--- config.mk ---
export PLATFORM = sky130hd
export DESIGN_NAME = axrf_filter
export DESIGN_NICKNAME = d
export VERILOG_FILES = /design/src/verilog/axrf_pkg.sv /design/src/verilog/axrf_region_match.sv /design/src/verilog/axrf_chan_slice.sv /design/src/verilog/axrf_filter.sv
export SDC_FILE = /design/constraint.sdc
export NUM_CORES = 2
export LEC_CHECK = 0
export ABC_AREA = 1
export BUFFER_PORTS_ARGS = -buffer_cell sky130_fd_sc_hd__buf_2
export CORE_MARGIN = 8
export CORE_UTILIZATION = 25
export CTS_BUF_LIST = sky130_fd_sc_hd__clkbuf_16
export DETAILED_ROUTE_END_ITERATION = 16
export PLACE_DENSITY = 0.44
export SLEW_MARGIN = 30
export SYNTH_ARGS = -nofsm -noshare
export SYNTH_HDL_FRONTEND = slang
export SYNTH_SLANG_ARGS = --single-unit
--- constraint.sdc ---
create_clock -name sys_clk -period 6.9 [get_ports sys_clk]
set_clock_uncertainty 0.2 [all_clocks]
set_input_delay 0.69 -clock sys_clk [delete_from_list [all_inputs] [get_ports sys_clk]]
set_output_delay 0.69 -clock sys_clk [all_outputs]
set_load 0.005 [all_outputs]
--- src/verilog/axrf_pkg.sv ---
// axrf_pkg: constants and carriers for the AXI region access filter
// assumes 32-bit AXI addresses, 8-bit IDs, 32-bit data, 4 KB address pages
`default_nettype none
package axrf_pkg;
   localparam int ADDR_W = 32;
   localparam int ID_W   = 8;
   localparam int DATA_W = 32;
   localparam int PAGE_W = 20;                         // address bits above 4 KB
   localparam int NREG   = 16;
   localparam logic [19:0] PAGE_MASK_1MB = 20'hFFF00;  // drop page bits below 1 MB
   localparam logic [19:0] PAGE_MASK_4KB = 20'hFFFFF;
   // configuration offsets
   localparam logic [11:0] OFS_CTRL   = 12'h000;
   localparam logic [11:0] OFS_LOCK   = 12'h004;
   localparam logic [11:0] OFS_POISON = 12'h008;
   localparam logic [3:0]  OFS_REGION = 4'h1;         // cfgAddr[11:8], region n at 0x100 + 0x10*n
   localparam logic [3:0]  OFS_START  = 4'h0;
   localparam logic [3:0]  OFS_END    = 4'h4;
   localparam logic [3:0]  OFS_ATTR   = 4'h8;
   // control word, bits [3:0]
   typedef struct packed {
      logic irqEn;
      logic granule4k;
      logic poisonByAddr;
      logic defaultAllow;
   } axrf_ctrl_t;
   localparam axrf_ctrl_t  CTRL_RST   = 4'h0;
   localparam logic [31:0] POISON_RST = 32'h0000_0000;
   // region attribute word, bits [19:0]
   typedef struct packed {
      logic [ID_W-1:0] idMask;
      logic [ID_W-1:0] id;
      logic            wrAllow;
      logic            rdAllow;
      logic            secureOnly;
      logic            enable;
   } axrf_attr_t;
   typedef struct packed {
      logic [PAGE_W-1:0] startPage;
      logic [PAGE_W-1:0] endPage;
      axrf_attr_t        attr;
   } axrf_region_t;
   // AXI channel payloads; prot[1] high marks a non-secure request
   typedef struct packed {
      logic [ADDR_W-1:0] addr;
      logic [ID_W-1:0]   id;
      logic [7:0]        len;
      logic [2:0]        size;
      logic [1:0]        burst;
      logic [2:0]        prot;
   } axrf_ax_t;
   typedef struct packed {
      logic [DATA_W-1:0]   data;
      logic [DATA_W/8-1:0] strb;
      logic                last;
   } axrf_w_t;
   typedef struct packed {
      logic [ID_W-1:0]   id;
      logic [DATA_W-1:0] data;
      logic [1:0]        resp;
      logic              last;
   } axrf_r_t;
   typedef struct packed {
      logic [ID_W-1:0] id;
      logic [1:0]      resp;
   } axrf_b_t;
endpackage
`default_nettype wire

--- src/verilog/axrf_region_match.sv ---
// axrf_region_match: one region checked against one request, purely combinational
// assumes the region word is stable while the request is presented
`default_nettype none
module axrf_region_match (
   input  wire  axrf_pkg::axrf_region_t        region,
   input  wire  logic [axrf_pkg::PAGE_W-1:0]   page,
   input  wire  logic [axrf_pkg::ID_W-1:0]     id,
   input  wire  logic                          secure,
   input  wire  logic                          isWrite,
   input  wire  logic                          granule4k,
   output logic                                hit,
   output logic                                secFail,
   output logic                                permFail
);
   logic [axrf_pkg::PAGE_W-1:0] mask;
   logic                        addrIn;
   logic                        idOk;

   assign mask   = granule4k ? axrf_pkg::PAGE_MASK_4KB : axrf_pkg::PAGE_MASK_1MB;
   assign addrIn = ((page & mask) >= (region.startPage & mask)) && ((page & mask) <= (region.endPage & mask));
   assign idOk   = ((id ^ region.attr.id) & region.attr.idMask) == '0;
   assign hit    = region.attr.enable & addrIn & idOk;
   assign secFail  = region.attr.secureOnly & ~secure;
   assign permFail = isWrite ? ~region.attr.wrAllow : ~region.attr.rdAllow;
endmodule
`default_nettype wire

--- src/verilog/axrf_chan_slice.sv ---
// axrf_chan_slice: one-entry register slice for an address channel plus poison bit
// assumes standard valid/ready: data held while valid and not ready
`default_nettype none
module axrf_chan_slice #(
   parameter int W = 1
) (
   input  wire  logic         sys_clk,
   input  wire  logic         reset_n,
   input  wire  logic         inValid,
   output logic               inReady,
   input  wire  logic [W-1:0] inData,
   input  wire  logic         inPoison,
   output logic               outValid,
   input  wire  logic         outReady,
   output logic [W-1:0]       outData,
   output logic               outPoison
);
   typedef struct packed {
      logic         valid;
      logic         poison;
      logic [W-1:0] data;
   } axrf_slice_t;
   axrf_slice_t s_q;
   axrf_slice_t s_d;

   // empty or draining this cycle, so a new word may enter
   assign inReady   = ~s_q.valid | outReady;
   assign outValid  = s_q.valid;
   assign outData   = s_q.data;
   assign outPoison = s_q.poison;

   // next entry
   always_comb begin
      s_d = s_q;
      if (outReady) s_d.valid = 1'b0;
      if (inValid && inReady) begin
         s_d.valid  = 1'b1;
         s_d.poison = inPoison;
         s_d.data   = inData;
      end
   end

   always_ff @(posedge sys_clk or negedge reset_n) begin
      if (!reset_n) s_q <= '0;
      else s_q <= s_d;
   end
endmodule
`default_nettype wire

--- src/verilog/axrf_filter.sv ---
// axrf_filter: inline AXI region access filter with plain configuration ports
// assumes one clock for both AXI sides and the configuration port; inputs synchronous

`default_nettype none
module axrf_filter (
   input  wire  logic                          sys_clk,
   input  wire  logic                          reset_n,
   input  wire  axrf_pkg::axrf_ax_t            sAw,
   input  wire  logic                          sAwValid,
   output logic                                sAwReady,
   output axrf_pkg::axrf_ax_t                  mAw,
   output logic                                mAwValid,
   input  wire  logic                          mAwReady,
   output logic                                mAwPoison,
   input  wire  axrf_pkg::axrf_ax_t            sAr,
   input  wire  logic                          sArValid,
   output logic                                sArReady,
   output axrf_pkg::axrf_ax_t                  mAr,
   output logic                                mArValid,
   input  wire  logic                          mArReady,
   output logic                                mArPoison,
   input  wire  axrf_pkg::axrf_w_t             sW,
   input  wire  logic                          sWValid,
   output logic                                sWReady,
   output axrf_pkg::axrf_w_t                   mW,
   output logic                                mWValid,
   input  wire  logic                          mWReady,
   input  wire  axrf_pkg::axrf_r_t             mR,
   input  wire  logic                          mRValid,
   output logic                                mRReady,
   output axrf_pkg::axrf_r_t                   sR,
   output logic                                sRValid,
   input  wire  logic                          sRReady,
   input  wire  axrf_pkg::axrf_b_t             mB,
   input  wire  logic                          mBValid,
   output logic                                mBReady,
   output axrf_pkg::axrf_b_t                   sB,
   output logic                                sBValid,
   input  wire  logic                          sBReady,
   input  wire  logic                          cfgWrite,
   input  wire  logic                          cfgSecure,
   input  wire  logic [11:0]                   cfgAddr,
   input  wire  logic [31:0]                   cfgWdata,
   input  wire  logic                          errClear,
   output logic                                cfgLocked,
   output logic                                violFlag,
   output logic                                violSecurity,
   output logic                                violWrite,
   output logic [axrf_pkg::ADDR_W-1:0]         violAddr,
   output logic [axrf_pkg::ID_W-1:0]           violId,
   output logic                                violIrq
);
   typedef struct packed {
      axrf_pkg::axrf_ctrl_t                        ctrl;
      logic                                        lock;
      logic [axrf_pkg::ADDR_W-1:0]                 poisonAddr;
      axrf_pkg::axrf_region_t [axrf_pkg::NREG-1:0] region;
      logic                                        flag;
      logic                                        sec;
      logic                                        wr;
      logic [axrf_pkg::ADDR_W-1:0]                 addr;
      logic [axrf_pkg::ID_W-1:0]                   id;
   } axrf_state_t;
   // the configuration and log state live in one record, so reset covers it together; lock freezes only the configuration fields
   localparam axrf_state_t ST_RST = '{ctrl: axrf_pkg::CTRL_RST, poisonAddr: axrf_pkg::POISON_RST, default: '0};

   axrf_state_t                 s_q;
   axrf_state_t                 s_d;
   // channel 0 is read, channel 1 is write
   logic [axrf_pkg::PAGE_W-1:0] reqPage [2];
   logic [axrf_pkg::ID_W-1:0]   reqId   [2];
   logic                        reqSec  [2];
   logic [axrf_pkg::NREG-1:0]   hitV    [2];
   logic [axrf_pkg::NREG-1:0]   secF    [2];
   logic [axrf_pkg::NREG-1:0]   permF   [2];
   logic                        anyHit  [2];
   logic                        selSec  [2];
   logic                        selPerm [2];
   logic                        chFail  [2];
   logic                        chSecF  [2];
   logic                        arFire;
   logic                        awFire;
   axrf_pkg::axrf_ax_t          arOut;
   logic                        arPoisonIn;
   logic                        cfgOk;
   logic                        held;
   logic [3:0]                  regIdx;

   // request fields seen by the checkers
   assign reqPage[0] = sAr.addr[axrf_pkg::ADDR_W-1 -: axrf_pkg::PAGE_W];
   assign reqPage[1] = sAw.addr[axrf_pkg::ADDR_W-1 -: axrf_pkg::PAGE_W];
   assign reqId[0]   = sAr.id;
   assign reqId[1]   = sAw.id;
   assign reqSec[0]  = ~sAr.prot[1];
   assign reqSec[1]  = ~sAw.prot[1];

   // every region against both channels
   // thirty-two small comparators: area is traded for a decision in the accept cycle
   for (genvar c = 0; c < 2; c++) begin : g_ch
      for (genvar r = 0; r < axrf_pkg::NREG; r++) begin : g_rg
         axrf_region_match u_match (
            .region    (s_q.region[r]),
            .page      (reqPage[c]),
            .id        (reqId[c]),
            .secure    (reqSec[c]),
            .isWrite   (c == 1),
            .granule4k (s_q.ctrl.granule4k),
            .hit       (hitV[c][r]),
            .secFail   (secF[c][r]),
            .permFail  (permF[c][r])
         );
      end
   end

   // later index overrides, so the highest hit decides
   // a linear scan is cheap at sixteen regions and keeps the priority obvious
   always_comb begin
      for (int c = 0; c < 2; c++) begin
         anyHit[c]  = 1'b0;
         selSec[c]  = 1'b0;
         selPerm[c] = 1'b0;
         for (int r = 0; r < axrf_pkg::NREG; r++) begin
            if (hitV[c][r]) begin
               anyHit[c]  = 1'b1;
               selSec[c]  = secF[c][r];
               selPerm[c] = permF[c][r];
            end
         end
         chFail[c] = anyHit[c] ? (selSec[c] | selPerm[c]) : ~s_q.ctrl.defaultAllow;
         // security kind only from a real hit
         chSecF[c] = anyHit[c] & selSec[c];
      end
   end

   assign arFire = sArValid & sArReady;
   assign awFire = sAwValid & sAwReady;

   // reads can be steered to the decoy instead of poisoned
   // limitation: the slave sees only the decoy address, so it cannot log the original one
   always_comb begin
      arOut      = sAr;
      arPoisonIn = chFail[0];
      if (chFail[0] && s_q.ctrl.poisonByAddr) begin
         arOut.addr = s_q.poisonAddr;
         arPoisonIn = 1'b0;
      end
   end

   // one slice per address channel: a cycle of latency buys a registered poison bit
   // the slice refills as it drains, so back-to-back requests keep full throughput
   // writes always use the poison bit, a redirected write would still land
   axrf_chan_slice #(.W($bits(axrf_pkg::axrf_ax_t))) u_aw (
      .sys_clk   (sys_clk),
      .reset_n   (reset_n),
      .inValid   (sAwValid),
      .inReady   (sAwReady),
      .inData    (sAw),
      .inPoison  (chFail[1]),
      .outValid  (mAwValid),
      .outReady  (mAwReady),
      .outData   (mAw),
      .outPoison (mAwPoison)
   );

   axrf_chan_slice #(.W($bits(axrf_pkg::axrf_ax_t))) u_ar (
      .sys_clk   (sys_clk),
      .reset_n   (reset_n),
      .inValid   (sArValid),
      .inReady   (sArReady),
      .inData    (arOut),
      .inPoison  (arPoisonIn),
      .outValid  (mArValid),
      .outReady  (mArReady),
      .outData   (mAr),
      .outPoison (mArPoison)
   );

   // data and response channels pass straight through
   // nothing is filtered here: a poisoned write still sends its data and the slave drops it
   assign mW      = sW;
   assign mWValid = sWValid;
   assign sWReady = mWReady;
   assign sR      = mR;
   assign sRValid = mRValid;
   assign mRReady = sRReady;
   assign sB      = mB;
   assign sBValid = mBValid;
   assign mBReady = sBReady;

   // only secure writers reach the registers
   assign cfgOk  = cfgWrite & cfgSecure & ~s_q.lock;
   assign regIdx = cfgAddr[7:4];
   // log held until cleared
   // a clear in the cycle of a new failure re-arms the log, so that failure is kept
   assign held   = s_q.flag & ~errClear;

   // configuration writes and violation log
   always_comb begin
      s_d = s_q;
      // no configuration field changes once locked; the violation log still updates
      // unmapped offsets fall through every branch and are ignored
      if (cfgOk) begin
         if (cfgAddr == axrf_pkg::OFS_CTRL) s_d.ctrl = cfgWdata[3:0];
         else if (cfgAddr == axrf_pkg::OFS_LOCK) s_d.lock = cfgWdata[0];
         else if (cfgAddr == axrf_pkg::OFS_POISON) s_d.poisonAddr = cfgWdata;
         else if (cfgAddr[11:8] == axrf_pkg::OFS_REGION) begin
            if (cfgAddr[3:0] == axrf_pkg::OFS_START) s_d.region[regIdx].startPage = cfgWdata[31:12];
            else if (cfgAddr[3:0] == axrf_pkg::OFS_END) s_d.region[regIdx].endPage = cfgWdata[31:12];
            else if (cfgAddr[3:0] == axrf_pkg::OFS_ATTR) s_d.region[regIdx].attr = cfgWdata[19:0];
         end
      end
      if (errClear) s_d.flag = 1'b0;
      // first failure only, read wins a tie; a new failure beats the clear
      if (!held && arFire && chFail[0]) begin
         s_d.flag = 1'b1;
         s_d.sec  = chSecF[0];
         s_d.wr   = 1'b0;
         s_d.addr = sAr.addr;
         s_d.id   = sAr.id;
      end else if (!held && awFire && chFail[1]) begin
         s_d.flag = 1'b1;
         s_d.sec  = chSecF[1];
         s_d.wr   = 1'b1;
         s_d.addr = sAw.addr;
         s_d.id   = sAw.id;
      end
   end

   // single shared clock for both AXI sides
   always_ff @(posedge sys_clk or negedge reset_n) begin
      if (!reset_n) s_q <= ST_RST;
      else s_q <= s_d;
   end

   // log outputs come straight from flops; violIrq is the flag flop ANDed with the irqEn flop
   assign cfgLocked    = s_q.lock;
   assign violFlag     = s_q.flag;
   assign violSecurity = s_q.sec;
   assign violWrite    = s_q.wr;
   assign violAddr     = s_q.addr;
   assign violId       = s_q.id;
   assign violIrq      = s_q.flag & s_q.ctrl.irqEn;
endmodule
`default_nettype wire

==> results.yml <==
global_routing:
  grt_overflow: 0
  grt_antenna_before_repair: 57
  gr-usage-all-layers_pct: 21.1
  maximum_number_of_pins_on_one_net_before_global_route_repair: 137
  grt_pass1_vias: 74300
  grt_pass1_wl_mm: 530
drt:
  drt_drc_violations_left: 0
  wirelength_mm: 370
  postRouteAntennaNets: 0
  drt-initial-drc-count: 7235
  wl_per_cell_um: 24.7
  avgViaCountPerCell: 5.06
  vias: 75900
  first_pass_iters: 6
sta:
  final_hold_viol_count: 0
  min_period_ns: 6.52
  report.final.setup_viol: 0
  timing.max_slew.rel_slack_pct: 28.6
  maxClockFrequency_mhz: 153
  fin_tns_setup_ns: 0
  worst_slew_pin_tran_ns: 1.06
  fin_crit_sh_pct: 94.5
  unrepaired_setup_endpoints_after_global_routing: "no"
  setup_slack_ns: 0.378
  timing_max_transition_violations_final: 0
synth:
  post_synth_instance_area_um2: 80200
  synth-main-ff-cell: "sky130_fd_sc_hd__dfrtp_1"
  avgSynthCellArea_um2: 7.79
  postSynth.asyncResetShare_pct: 100
  yosysWarningCount: 0
  post_synth_edffs: 0
  syn_nets: 11800
  synth.ff_latch_count: 1156
  synth-seq-area-share_pct: 36.0
  cell_count_after_synthesis: 10300
  synth_cell_types: 71
pwr:
  power.static_leakage_nw: 45.1
  cellPowerDensity_nw_per_um2: 184
  max_rail_drop_vdd_v: 0.000140
flow_run:
  max-cap-violations: 0
setup_path:
  timing.setup.critical_path_class: "flip-flop to flip-flop"
  cpMaxStageDelayCell: "sky130_fd_sc_hd__dfrtp_4"
  worst_path_most_repeated_cell: "sky130_fd_sc_hd__nand2_1"
  cp-end-kind: "flip-flop"
  worstPathArrival_ns: 7.10
  slowest_delay_ns: 0.77
  worstPathMaxFanout: 51
  critPathLaunchType: "flip-flop"
  cp_data_required_time_ns: 7.48
final_layout:
  final_core_util_pct: 28.9
  layout_overhead_on_the_synthesized_area_pct: 15.5
  drive_above_1_share_pct: 8.82
  final_nets: 12000
die:
  core_um2: 320000
  std_cell_rows: 208
  die_width_um: 583
  initial_utilization_pct: 25.0
  die_area_um2: 339000
  die_height_um: 583
  io-pin-count: 520
outcome:
  status: "finished, final reports clean"
cts:
  max-clock-path-buffers: 4
  cts_tree: "yes"
  clk_pin_slew_ns: 0.06
  cts_root_buffer: "sky130_fd_sc_hd__clkbuf_16"
  cts_setup_buffers: 0
  htree_levels: 4
  numCtsBuffers: 160
  clock_sinks: 1156
  clock_insertion_delay_worst_skew_ns: 0.89
placed_design:
  pre_cts_slack_ns: 0.523
  place.port_buffers: 327
  gpl.final_weighted_congestion: 0.913
  dp_hpwl_mm: 258
min_path:
  hold_class: "input pin to flip-flop"
-- cell usage after synthesis, drive strengths merged, types with 44 or more instances --
cell type  instances  area [um^2]
a211oi            51          383
a21oi            788         3950
buf              226         1620
clkbuf           349         1310
dfrtp           1156        28900
ha              1216        15200
inv             1019         3820
nand2           2495         9390
nand3            545         2900
nand4            273         1710
nor2             766         2880
nor3              56          280
o21a              44          330
o21ai            955         4780
-- what timing repair did --
action | CTS | global route
hold buffers | 79 | 0
gates resized for setup | 0 | 3
endpoints found under the setup margin | 0 | 2
endpoints found under the hold margin | 186 | 0
-- path summary, 6_finish.rpt --
path                       depth (start not counted)                to      start  slack, ns
max in group asynchronous                          3          s_q[421]    reset_n       4.70
setup reg to reg                                  33      violAddr[11]  s_q[1038]       0.38
setup / recovery                                  33      violAddr[11]  s_q[1038]       0.38
min in group asynchronous                          2          s_q[698]    reset_n       0.29
hold / removal                                     3  u_aw.outData[38]    sAw[38]       0.06
hold reg to reg                                    2         cfgLocked  cfgLocked       0.27
-- cell families after synthesis --
kind of cell / share of synthesized area [%]
DFF: 36.0
and+or+nand+nor: 22.2
buffers and inverters: 8.47
muxes: 0.0249
AOI/OAI and AO/OA: 14.2
xor gates and xnor gates: 0.0873
adders and majority gates: 19.0
-- registers in the layout (all words and copies together) (netlist names) --
name / flops
violWrite: 1
u_ar.outValid: 1
u_aw.outData: 56
cfgLocked: 1
violAddr: 32
u_aw.outPoison: 1
violId: 8
s_q: 996
u_ar.outPoison: 1
violFlag: 1
u_aw.outValid: 1
u_ar.outData: 56
violSecurity: 1
-- routing by layer --
metal | vias to the layer above | part of all wire, % | track usage [%]
met5 | - | 0.031 | 0
met4 | 18 | 5.2 | 9.82
li1 | 35100 | - | -
met2 | 2864 | 45 | 34.2
met1 | 37100 | 43 | 27.8
met3 | 746 | 6.6 | 2.87
-- layout by cell type, fill, tap and decap left out, drive strengths merged, types with 41 or more instances in the layout --
cell,n
nand2,2495
ha,1216
dfrtp,1156
inv,1064
o21ai,955
a21oi,788
nor2,766
buf,603
nand3,545
nand4,273
clkbuf,163
dlygate4sd3,79
clkinv,76
nor3,56
a211oi,51
o21a,44
a31oi,41
o211ai,41
-- metrics by stage --
stage / power [mW] / hold slack (ns) / std cells / instance area [um^2]
2_1_floorplan: 8.05 / 0.194 / 10300 / 80200
3_3_place_gp: 9.16 / 0.256 / 14600 / 86900
3_5_place_dp: 9.19 / 0.260 / 14600 / 87000
4_1_cts: 17.3 / 0.0125 / 15000 / 92600
5_1_grt: 17.7 / 0.0454 / 15000 / 92700
6_report: 17.1 / 0.0621 / 15000 / 92700
-- worst max-delay path: cells and delay by family, from the launching register on --
family	cells	cell delay (ns)
DFF	1	0.77
and+or+nand+nor	23	2.32
AOI/OAI and AO/OA	4	1.09
adders and majority gates	1	0.38
buffers and inverters	5	1.55
-- report_power, final --
| part | total [mW] | leakage [nW] | internal, mW | switching [mW] |
|---|---|---|---|---|
| Sequential | 7.06 | 14.5 | 6.94 | 0.120 |
| Combinational | 2.05 | 28.1 | 0.581 | 1.47 |
| Clock | 7.99 | 2.55 | 4.53 | 3.46 |
| Total | 17.1 | 45.1 | 12.1 | 5.05 |
-- area by class of cell --
cell class | count | area [um^2]
clock buffers | 163 | 4080
flip-flops and latches | 1156 | 28900
diodes | 15 | 37.5
repair buffers | 682 | 4930
well taps | 4305 | 5390
inverters | 1030 | 3870
fillers | 34300 | 228000
multi-input cells | 7537 | 44700
clock inverters | 118 | 779
(Power assumes the default switching activity.)
